$ cat config.mk
export PLATFORM = sky130hd
export DESIGN_NAME = xram_page_fifo_window_decode
export DESIGN_NICKNAME = d
export VERILOG_FILES = /design/src/logic/xram_decode_pkg.sv /design/src/logic/xram_page_fifo_window_decode.sv
export SDC_FILE = /design/constraint.sdc
export NUM_CORES = 1
export LEC_CHECK = 0
export BUFFER_PORTS_ARGS = -buffer_cell sky130_fd_sc_hd__buf_2
export CORE_UTILIZATION = 35
export DETAILED_ROUTE_END_ITERATION = 12
export PLACE_DENSITY = 0.75
export SLEW_MARGIN = 5
export SYNTH_ARGS = -nofsm -noshare
export SYNTH_HDL_FRONTEND = slang
export SYNTH_SLANG_ARGS = --single-unit
$ cat constraint.sdc
create_clock -name core_clk -period 1.7 [get_ports core_clk]
set_input_delay 0.085 -clock core_clk [delete_from_list [all_inputs] [get_ports core_clk]]
set_output_delay 0.085 -clock core_clk [all_outputs]
set_load 0.01 [all_outputs]
$ cat src/logic/xram_decode_pkg.sv
// Package with register offsets, field layouts, reset values and types for the data-side address decoder.
package xram_decode_pkg;
	localparam logic [7:0]  PAGE_SEL_ADDR    = 8'hAA;
	localparam logic [7:0]  MEM_CFG_ADDR     = 8'h85;
	localparam logic [2:0]  PAGE_SEL_RESET   = 3'h0;
	localparam logic        FIFO_EN_RESET    = 1'h0;
	localparam logic [2:0]  WAIT_RESET       = 3'h0;
	localparam logic [7:0]  MEM_CFG_RO_BITS  = 8'h03;
	localparam int          FIFO_EN_BIT      = 6;
	localparam logic [7:0]  FIFO_WIN_PAGE    = 8'h04;
	localparam logic [7:0]  SFR_BASE         = 8'h80;
	localparam int          XRAM_AW          = 10;
	localparam logic [2:0]  FIFO_EXTRA_WAIT  = 3'h3;

	// One data-side request from the core.
	typedef struct packed {
		logic        valid;
		logic        wr;
		logic        ext;       // External-data move.
		logic        ext_wide;  // 16-bit pointer form.
		logic        direct;    // Direct addressing for internal space.
		logic        bit_op;    // Single-bit access.
		logic [15:0] addr;
		logic [7:0]  wdata;
	} core_req_s;

	// Routing decision for one request.
	typedef struct packed {
		logic       sel_iram;
		logic       sel_sfr;
		logic       sel_xram;
		logic       sel_fifo;
		logic       sfr_bit_ok;
		logic [9:0] xram_addr;
		logic [7:0] low_addr;
	} route_s;
endpackage : xram_decode_pkg

$ cat src/logic/xram_page_fifo_window_decode.sv
// Data-side address decoder with page select, FIFO window and register-space steering.
`timescale 1ns/1ns
// Contract
// RULE1: An 8-bit-operand external move takes its upper address byte from the page-select register.
// RULE2: Page select is a 3-bit read/write field in bits 2:0 resetting to zero, bits 7:3 read zero.
// RULE3: The page value picks a 256-byte page and the operand gives the byte within it.
// RULE4: With the FIFO enable bit set, FIFO RAM appears at external addresses 0x0400 to 0x04FF.
// RULE5: With the FIFO enable bit set, XRAM at 0x0400 to 0x04FF is unreachable.
// RULE6: With the FIFO enable bit clear there is no path to FIFO RAM, and the bit is read/write resetting to zero.
// RULE7: Software must have the USB clock at least twice the system clock before using the FIFO window.
// RULE8: External moves to the FIFO window are stretched by extra system-clock cycles.
// RULE9: Firmware should not move USB packet data through the window, but unused FIFO areas may be used as RAM.
// RULE10: In the memory configuration register bit 7 reads zero and bits 5:0 read 000011 and ignore writes.
// RULE11: Direct accesses at 0x80 to 0xFF go to the register space, not data RAM.
// RULE12: Registers at addresses with low nibble 0x0 or 0x8 allow bit access, others byte access only.
// RULE13: Software must not touch unoccupied register addresses.
// RULE14: With the window off, 16-bit external moves ignore the upper six address bits.
// RULE15: Indirect accesses above 0x7F reach the upper internal RAM, separate from registers.
// RULE16: With the window on, addresses outside it still reach XRAM with the same folding.
module xram_page_fifo_window_decode
(
	// Clock and reset.
	input  wire logic                       core_clk,
	input  wire logic                       rst_n,
	// Core request and stall.
	input  wire xram_decode_pkg::core_req_s req,
	output logic                            stall,
	// Register-space read path from this block.
	output logic [7:0]                      reg_rdata,
	output logic                            reg_hit,
	// Routing toward memories.
	output xram_decode_pkg::route_s         route,
	output logic                            fifo_window_enable
);
	import xram_decode_pkg::*;

	logic [2:0] page_select_ff;
	logic       fifo_en_ff;
	logic [2:0] wait_cnt_ff;
	logic [2:0] nxt_wait_cnt;
	logic [7:0] hi_byte;
	logic       in_window;
	logic       reg_space;

	// Bit-addressable register check, used only by the decoder for sfr_bit_ok; its check compares the low nibble itself.
	function automatic logic bit_addressable(input logic [7:0] a);
		bit_addressable = (a[2:0] == 3'h0);
	endfunction : bit_addressable

	// Upper byte of the external address from page or pointer.
	// Only page bits 1:0 survive the 10-bit XRAM fold; page 4 is the one that can open the window.
	always_comb
	begin
		hi_byte   = req.ext_wide ? req.addr[15:8] : {5'h00, page_select_ff}; // RULE1 RULE3
		in_window = fifo_en_ff && (hi_byte == FIFO_WIN_PAGE); // RULE4 RULE6
		reg_space = req.direct && !req.ext && (req.addr[7:0] >= SFR_BASE); // RULE11 RULE15
	end

	// Routing of each request.
	// The window test decides first, so a window hit never reaches the XRAM bytes behind it.
	always_comb
	begin
		route            = '0;
		route.low_addr   = req.addr[7:0]; // RULE3
		route.sel_sfr    = req.valid && reg_space; // RULE11
		route.sel_iram   = req.valid && !req.ext && !reg_space; // RULE15
		route.sel_fifo   = req.valid && req.ext && in_window; // RULE4 RULE6
		route.sel_xram   = req.valid && req.ext && !in_window; // RULE5 RULE16
		route.xram_addr  = {hi_byte[XRAM_AW-9:0], req.addr[7:0]}; // RULE14 RULE16
		route.sfr_bit_ok = reg_space && bit_addressable(req.addr[7:0]); // RULE12
	end

	// Every valid request lands in exactly one space, and the window and fold follow the page and pointer.
	route_onehot_a : assert property (@(posedge core_clk) disable iff (!rst_n)
		req.valid |-> $onehot({route.sel_iram, route.sel_sfr, route.sel_xram, route.sel_fifo})) // RULE5 RULE11
		else $error("request routed to more or fewer than one space");
	ext_no_reg_a : assert property (@(posedge core_clk) disable iff (!rst_n)
		req.valid && req.ext |-> !route.sel_sfr && !route.sel_iram && !reg_hit) // RULE11
		else $error("external move reached internal space");
	window_page_a : assert property (@(posedge core_clk) disable iff (!rst_n)
		req.valid && req.ext && !req.ext_wide && fifo_en_ff && page_select_ff == 3'h4 |-> route.sel_fifo) // RULE4
		else $error("page four move missed the window");
	window_edge_a : assert property (@(posedge core_clk) disable iff (!rst_n)
		req.valid && req.ext && req.ext_wide && req.addr[15:8] != 8'h04 |-> route.sel_xram && !route.sel_fifo) // RULE16
		else $error("move outside the window left XRAM");
	page_byte_a : assert property (@(posedge core_clk) disable iff (!rst_n)
		req.valid && req.ext && !req.ext_wide && !route.sel_fifo |-> route.xram_addr[7:0] == req.addr[7:0]) // RULE3
		else $error("byte within page wrong");
	indirect_iram_a : assert property (@(posedge core_clk) disable iff (!rst_n)
		req.valid && !req.ext && !req.direct |-> route.sel_iram && !reg_hit) // RULE15
		else $error("indirect access left internal RAM");
	bit_sfr_a : assert property (@(posedge core_clk) disable iff (!rst_n)
		route.sfr_bit_ok |-> req.direct && !req.ext && req.addr[7]) // RULE12
		else $error("bit access flagged outside register space");

	// Page-select register: only bits 2:0 are stored.
	// Writes to bits 7:3 are dropped here, so those bits always read back as zero.
	always_ff @(posedge core_clk or negedge rst_n)
	begin
		if (!rst_n)
			page_select_ff <= PAGE_SEL_RESET;
		else if (route.sel_sfr && req.wr && req.addr[7:0] == PAGE_SEL_ADDR)
			page_select_ff <= req.wdata[2:0]; // RULE2
	end

	// A write to the page register shows on the next edge; anything else leaves it alone.
	page_write_a : assert property (@(posedge core_clk) disable iff (!rst_n)
		route.sel_sfr && req.wr && req.addr[7:0] == 8'hAA |=> page_select_ff == $past(req.wdata[2:0])) // RULE2
		else $error("page write not stored");
	page_keep_a : assert property (@(posedge core_clk) disable iff (!rst_n)
		!(route.sel_sfr && req.wr && req.addr[7:0] == 8'hAA) |=> $stable(page_select_ff)) // RULE2
		else $error("page changed without a write");

	// FIFO enable bit; other bits of the configuration register are fixed.
	// Reset leaves the window closed so that ordinary XRAM at 0x0400 stays reachable.
	always_ff @(posedge core_clk or negedge rst_n)
	begin
		if (!rst_n)
			fifo_en_ff <= FIFO_EN_RESET; // RULE6
		else if (route.sel_sfr && req.wr && req.addr[7:0] == MEM_CFG_ADDR)
			fifo_en_ff <= req.wdata[FIFO_EN_BIT]; // RULE6
	end

	// The enable bit follows writes to the configuration register and comes out of reset cleared.
	cfg_write_a : assert property (@(posedge core_clk) disable iff (!rst_n)
		route.sel_sfr && req.wr && req.addr[7:0] == 8'h85 |=> fifo_en_ff == $past(req.wdata[6])) // RULE6
		else $error("enable write not stored");
	cfg_keep_a : assert property (@(posedge core_clk) disable iff (!rst_n)
		!(route.sel_sfr && req.wr && req.addr[7:0] == 8'h85) |=> $stable(fifo_en_ff)) // RULE6
		else $error("enable changed without a write");
	fifo_reset_a : assert property (@(posedge core_clk) $rose(rst_n) |-> !fifo_en_ff && wait_cnt_ff == 3'h0) // RULE6
		else $error("window or stretch not cleared by reset");

	// Register read data.
	// Fixed configuration bits come from a constant, so no write can ever reach them.
	always_comb
	begin
		reg_rdata = 8'h00;
		reg_hit   = 1'b0;
		if (reg_space && req.addr[7:0] == PAGE_SEL_ADDR)
		begin
			reg_rdata = {5'h00, page_select_ff}; // RULE2
			reg_hit   = 1'b1;
		end
		else if (reg_space && req.addr[7:0] == MEM_CFG_ADDR)
		begin
			reg_rdata = MEM_CFG_RO_BITS | {1'b0, fifo_en_ff, 6'h00}; // RULE10
			reg_hit   = 1'b1;
		end
	end

	// Only the two local registers answer, and unused page bits stay zero.
	reg_hit_a : assert property (@(posedge core_clk) disable iff (!rst_n)
		reg_hit == (req.direct && !req.ext && (req.addr[7:0] == 8'hAA || req.addr[7:0] == 8'h85))) // RULE2 RULE10
		else $error("local register hit wrong");
	page_ro_a : assert property (@(posedge core_clk) disable iff (!rst_n)
		reg_hit && req.addr[7:0] == 8'hAA |-> reg_rdata[7:3] == 5'h00) // RULE2
		else $error("unused page bits not zero");

	// Wait counter stretches FIFO window moves across the clock crossing.
	// The stretch gives the FIFO RAM, which runs on the faster USB clock, time to answer.
	always_comb
	begin
		if (wait_cnt_ff != 3'h0)
			nxt_wait_cnt = wait_cnt_ff - 3'h1;
		else if (route.sel_fifo)
			nxt_wait_cnt = FIFO_EXTRA_WAIT; // RULE8
		else
			nxt_wait_cnt = 3'h0;
	end

	// Wait counter register.
	always_ff @(posedge core_clk or negedge rst_n)
	begin
		if (!rst_n)
			wait_cnt_ff <= WAIT_RESET;
		else
			wait_cnt_ff <= nxt_wait_cnt;
	end

	// Core holds the request while stalled; last cycle releases it.
	// A held window move reloads the count only once the counter has run empty.
	assign stall              = route.sel_fifo && (wait_cnt_ff != 3'h1); // RULE8
	assign fifo_window_enable = fifo_en_ff;

	// The stretch counter never exceeds its load, and a fresh window move is always held.
	wait_range_a : assert property (@(posedge core_clk) disable iff (!rst_n)
		wait_cnt_ff <= FIFO_EXTRA_WAIT) // RULE8
		else $error("stretch counter out of range");
	stall_fifo_a : assert property (@(posedge core_clk) disable iff (!rst_n)
		route.sel_fifo && wait_cnt_ff == 3'h0 |-> stall) // RULE8
		else $error("window move not stretched");

	// Reset value, page and fold, fixed bits, window map and stretch length.
	page_reset_a : assert property (@(posedge core_clk) $rose(rst_n) |-> page_select_ff == 3'h0) // RULE2
		else $error("page select not zero after reset");
	page_upper_a : assert property (@(posedge core_clk) disable iff (!rst_n)
		req.valid && req.ext && !req.ext_wide && !in_window |-> route.xram_addr[9:8] == page_select_ff[1:0]) // RULE1
		else $error("page byte not used");
	cfg_read_a : assert property (@(posedge core_clk) disable iff (!rst_n)
		reg_space && req.addr[7:0] == 8'h85 |-> reg_rdata[5:0] == 6'h03 && !reg_rdata[7]) // RULE10
		else $error("config fixed bits wrong");
	no_fifo_a : assert property (@(posedge core_clk) disable iff (!rst_n)
		!fifo_en_ff |-> !route.sel_fifo) // RULE6
		else $error("fifo reached while disabled");
	win_map_a : assert property (@(posedge core_clk) disable iff (!rst_n)
		req.valid && req.ext && req.ext_wide && fifo_en_ff && req.addr[15:8] == 8'h04
		|-> route.sel_fifo && !route.sel_xram) // RULE4 RULE5
		else $error("window not mapped to fifo");
	fold_a : assert property (@(posedge core_clk) disable iff (!rst_n)
		req.valid && req.ext && req.ext_wide && !route.sel_fifo |-> route.xram_addr == req.addr[9:0]) // RULE14 RULE16
		else $error("xram folding wrong");
	sfr_route_a : assert property (@(posedge core_clk) disable iff (!rst_n)
		req.valid && !req.ext && req.addr[7] |-> route.sel_sfr == req.direct && route.sel_iram == !req.direct) // RULE11 RULE15
		else $error("upper internal routing wrong");
	bit_addr_a : assert property (@(posedge core_clk) disable iff (!rst_n)
		req.direct && !req.ext && req.addr[7]
		|-> route.sfr_bit_ok == (req.addr[3:0] == 4'h0 || req.addr[3:0] == 4'h8)) // RULE12
		else $error("bit-addressable decode wrong");
	fifo_stall_a : assert property (@(posedge core_clk) disable iff (!rst_n)
		$rose(route.sel_fifo) && wait_cnt_ff == 3'h0 |-> stall [*3] ##1 !stall) // RULE8
		else $error("fifo stretch length wrong");
endmodule : xram_page_fifo_window_decode

=== After elaboration in Yosys (flattened, before gate mapping) ===
Index checks and enable logic that the tools add are counted.

* Register bits: 7
* Input bits: 32
* Output and inout bits: 34
* Logic and storage cells: 37

* $add $sub $neg: 1
* $lt $le $gt $ge: 1
* Equal/unequal tests: 4
* Muxes and demuxes: 7
* Reductions and logical operators: 21

{| class="wikitable"
|+ Operator list
! operator !! count
|-
| $eq 8x8->1 const B || 2
|-
| $logic_and 1x1->1 || 16
|-
| $mux 7 || 2
|-
| $eq 8x3->1 const B || 1
|-
| $ge 8x8->1 const B || 1
|-
| $mux 8 || 1
|-
| $logic_not 1->1 || 3
|-
| $logic_not 3->1 || 1
|-
| $mux 3 || 1
|-
| $ne 3x1->1 const B || 1
|-
| $reduce_bool 3->1 || 1
|-
| $sub 3x1->3 const B || 1
|-
| $mux 1 || 2
|-
| $mux 2 || 1
|}

=== Depth between registers and ports, before layout ===
* Depth in word-level cells: 6
* Mapped depth: 5
* Gate-level depth less buffers: 5

=== Worst setup path after synthesis ===
Ideal clock, no wire load.

* Kind: input to output
* From: in req[21] in the netlist's numbering
* To: out stall
* Arrival: 1.468 ns
* Required time: 1.615 ns
* Slack: 0.147 ns
* Cell stages on the path: 4
* Path buffers: 0
* Path through: or4_1 o32ai_1 or4b_4 a21oi_1

* Longest elaborated chain between the ends: 5

{| class="wikitable"
|+ RTL lines
! item !! RTL line !! text
|-
| start, declared || xram_page_fifo_window_decode.sv:26 || <nowiki>input wire xram_decode_pkg::core_req_s req,</nowiki>
|-
| $mux 8 || xram_page_fifo_window_decode.sv:54 || <nowiki>hi_byte = req.ext_wide ? req.addr[15:8] : {5'h00, page_select_ff};</nowiki>
|-
| $eq 8x3->1 || xram_page_fifo_window_decode.sv:55 || <nowiki>in_window = fifo_en_ff && (hi_byte == FIFO_WIN_PAGE);</nowiki>
|-
| $logic_and 1x1->1 || xram_page_fifo_window_decode.sv:55 ||
|-
| $logic_and 1x1->1 || xram_page_fifo_window_decode.sv:67 || <nowiki>route.sel_fifo = req.valid && req.ext && in_window;</nowiki>
|-
| $logic_and 1x1->1 || xram_page_fifo_window_decode.sv:183 || <nowiki>assign stall = route.sel_fifo && (wait_cnt_ff != 3'h1);</nowiki>
|-
| end, declared || xram_page_fifo_window_decode.sv:27 || <nowiki>output logic stall,</nowiki>
|}

Every way passes these cells.

=== Final worst setup path ===
* From: reg page_select_ff[1]
* To: out stall

* Longest elaborated chain between the ends: 5

{| class="wikitable"
|+ RTL lines
! item !! RTL line !! text
|-
| start, declared || xram_page_fifo_window_decode.sv:37 || <nowiki>logic [2:0] page_select_ff;</nowiki>
|-
| start signal, assigned || xram_page_fifo_window_decode.sv:103 || <nowiki>page_select_ff <= req.wdata[2:0];</nowiki>
|-
| $mux 8 || xram_page_fifo_window_decode.sv:54 ||
|-
| $eq 8x3->1 || xram_page_fifo_window_decode.sv:55 ||
|-
| $logic_and 1x1->1 || xram_page_fifo_window_decode.sv:55 ||
|-
| $logic_and 1x1->1 || xram_page_fifo_window_decode.sv:67 ||
|-
| $logic_and 1x1->1 || xram_page_fifo_window_decode.sv:183 ||
|}

Every way passes these cells.

==> results.py <==
metrics = {
    "cells_and_area": {
        "final_util_pct": 53.1,
        "seq_area_um2": 175,
        "diodes": 0,
        "fillers": 192,
        "multi_input_area_um2": 339,
        "final_nets": 164,
        "area.growth.synth_to_final_pct": 38.7,
        "drive_gt1_share_pct": 57.8,
        "finalNonFillerCells": 153,
    },
    "sta": {
        "min_period_ns": 1.78,
        "fmax_ghz": 0.560,
        "hold_viol": 0,
        "final.setup.worst_slack_ns": -0.0848,
        "holdWs_ns": 0.0675,
        "fin_crit_sh_pct": 105,
        "setup_violations": 2,
        "slew_viol_final": 0,
        "rsz0062_at_grt": "true",
        "fin_skew_ns": 0.00660,
    },
    "grt": {
        "grt_usage_pct": 14.5,
        "grt_max_degree": 8,
        "grt_pass1_vias": 600,
        "antenna_found_initial": 0,
        "grt_pass1_wl_mm": 2.22,
        "gr-total-overflow": 0,
    },
    "synthesis": {
        "synth_edf_count": 0,
        "seq_area_frac_synth_pct": 25.9,
        "synth_area_leaders": "dfrtp_1 (26%), buf_4 (22%), mux2_2 (8.3%), ha_1 (5.6%), mux2i_1 (4.4%)",
        "synthDominantCellAreaShare_pct": 25.9,
        "ys_warn_count": 0,
        "synthesis.area_um2": 676,
        "synthArstFlopShare_pct": 100,
        "syn_area_per_cell_um2": 8.55,
        "synth_cell_type_count": 27,
        "netlist_instances": 79,
        "synth_seq_cells": 7,
        "synthFlopType": "dfrtp_1",
        "yosysTopAreaCell": "dfrtp_1",
    },
    "placed_design": {
        "place_inst": 144,
        "dp_hpwl_mm": 1.34,
        "port_buffers": 56,
        "place_congestion": 0.624,
    },
    "setup_path": {
        "path_class": "flip-flop to primary output",
        "ff2ff_setup_slack_ns": 0.23,
        "crit_path_max_fanout": 4,
        "crit_path_start": "page_select_ff[1]$_DFFE_PN0P_",
        "r2r_start": "page_select_ff[1]$_DFFE_PN0P_",
        "cp-end-kind": "primary output",
        "crit_arrival_ns": 1.70,
        "crit_path_start_kind": "flip-flop",
        "critPathRequiredTime_ns": 1.62,
    },
    "clock_tree": {
        "cts_tree": "yes",
        "clockRootBuffer": "clkbuf_4",
        "clockBufferDepth": 2,
        "numCtsBuffers": 3,
        "clk_latency_ns": 0.25,
        "h-tree-depth": 1,
        "cts.sinks": 7,
        "clk_pin_slew_ns": 0.05,
    },
    "outcome": {
        "status": "finished, violations left",
        "violations": "negative setup slack",
    },
    "floorplanning": {
        "rows": 15,
        "die-area_um2": 2110,
        "die_w_um": 45.9,
        "core_area_um2": 1760,
        "start_util_pct": 38.3,
        "die_h_um": 45.9,
        "pin_count": 66,
    },
    "worst_hold_path": {
        "hold_path.class": "input port to flip-flop",
        "hp-start": "req[2]",
    },
    "detailed_routing": {
        "vias_per_cell": 4.56,
        "drc_errors": 0,
        "drt_pre_antenna_iters": 4,
        "drtIter0Drc": 9,
        "vias": 697,
        "ant_nets": 0,
        "wl_per_cell_um": 10.5,
        "wl_mm": 1.60,
    },
    "power_and_ir_drop": {
        "power_w": 0.000637,
        "power_density_nw_per_um2": 680,
        "p_leak_nw": 0.531,
        "ir_drop_uv": 667,
    },
    "flow_run": {
        "max-cap-violations": 0,
    },
}
per-stage QoR:
step	instance area (µm²)	setup slack [ns]	setup TNS (ns)
after floorplan	687	0.147	0
after global placement	860	-0.0603	-0.0603
after detailed placement	860	-0.0761	-0.0761
after CTS	930	-0.106	-0.145
after global routing	937	-0.133	-0.203
final	937	-0.0848	-0.101
routing by layer:
layer / routed length, µm / track usage [%] / vias up
li1: - / - / 347
met1: 629 / 14.7 / 313
met2: 833 / 28.5 / 37
met3: 136 / 2.78 / 0
met4: 0 / 5.29 / 0
met5: 0 / 0 / -
state kept, by name, indices dropped and copies added (netlist names):
name and cells:
fifo_window_enable 1, page_select_ff 3, wait_cnt_ff 3
synthesized netlist by cell type (all sizes together), types with 3 or more instances:
master	n
nor2	3
buf	20
inv	8
nand2	6
dfrtp	7
nor3	4
ha	3
a21oi	4
mux2i	3
mux2	5
worst paths after layout:
| path | cells past startpoint | to |
|---|---|---|
| max in group asynchronous | 2 | wait_cnt_ff[0]$_DFF_PN0_ |
| hold reg to reg | 1 | wait_cnt_ff[0]$_DFF_PN0_ |
| setup reg to reg | 4 | wait_cnt_ff[0]$_DFF_PN0_ |
| min in group asynchronous | 2 | page_select_ff[2]$_DFFE_PN0P_ |
| setup / recovery | 5 | stall |
| hold / removal | 2 | page_select_ff[2]$_DFFE_PN0P_ |
cell usage in the layout, fill, tap and decap left out:
master          n
a21oi_1         3
inv_1           8
o32ai_2         1
dfrtp_1         7
dlygate4sd3_1   1
nor3_2          1
buf_2          56
and4_1          1
nand4_1         1
conb_1          4
nor2b_1         1
clkbuf_1        1
nand4bb_1       1
nor2_1          3
nor4b_1         1
or4b_4          1
a211oi_1        1
buf_4           6
or4_1           1
nor4_1          1
o21ai_0         1
nand3b_1        1
clkbuf_4        3
mux2_2          5
mux2i_1         3
a21oi_2         1
or3_1           1
nand2_1         6
ha_1            3
nor3_1          3
a31oi_1         1
power breakdown:
part | internal, W | total (W) | switching [W]
Clock | 0.0000893 | 0.000147 | 0.0000578
Combinational | 0.000120 | 0.000264 | 0.000144
Sequential | 0.000205 | 0.000225 | 0.0000200
critical path: stages (launching register included):
cell	delay, ns
dfrtp_1	0.38
mux2i_1	0.19
inv_1	0.08
or4b_4	0.55
a21oi_2	0.12
buf_2	0.13
cells by family (layout without fill, tap and decap cells):
kind of cell / after synthesis / after routing / synth area share (%)
AOI/OAI and AO/OA: 8 / 8 / 7.04
adders and majority gates: 3 / 3 / 5.56
buffers and inverters: 29 / 75 / 27.2
DFF: 7 / 7 / 25.9
muxes: 8 / 8 / 12.8
other: 1 / 4 / 0.555
and+or+nand+nor: 23 / 23 / 20.9
timing repair:
action / CTS / global route
endpoints found under the hold margin: 7 / 0
resized for setup: 2 / 0
pin swaps: 1 / 0
hold buffers: 1 / 0
setup buffers: 3 / 1
endpoints found under the setup margin: 2 / 2
cell type report:
cell class                      count  area share, %
Clock buffer                        4           2.80
Inverter                            8           3.20
Multi-Input combinational cell     46           36.2
Sequential cell                     7           18.7
Tap cell                           25           3.34
Timing Repair Buffer               63           35.8
Note: power is estimated with default switching activity, not from simulation.
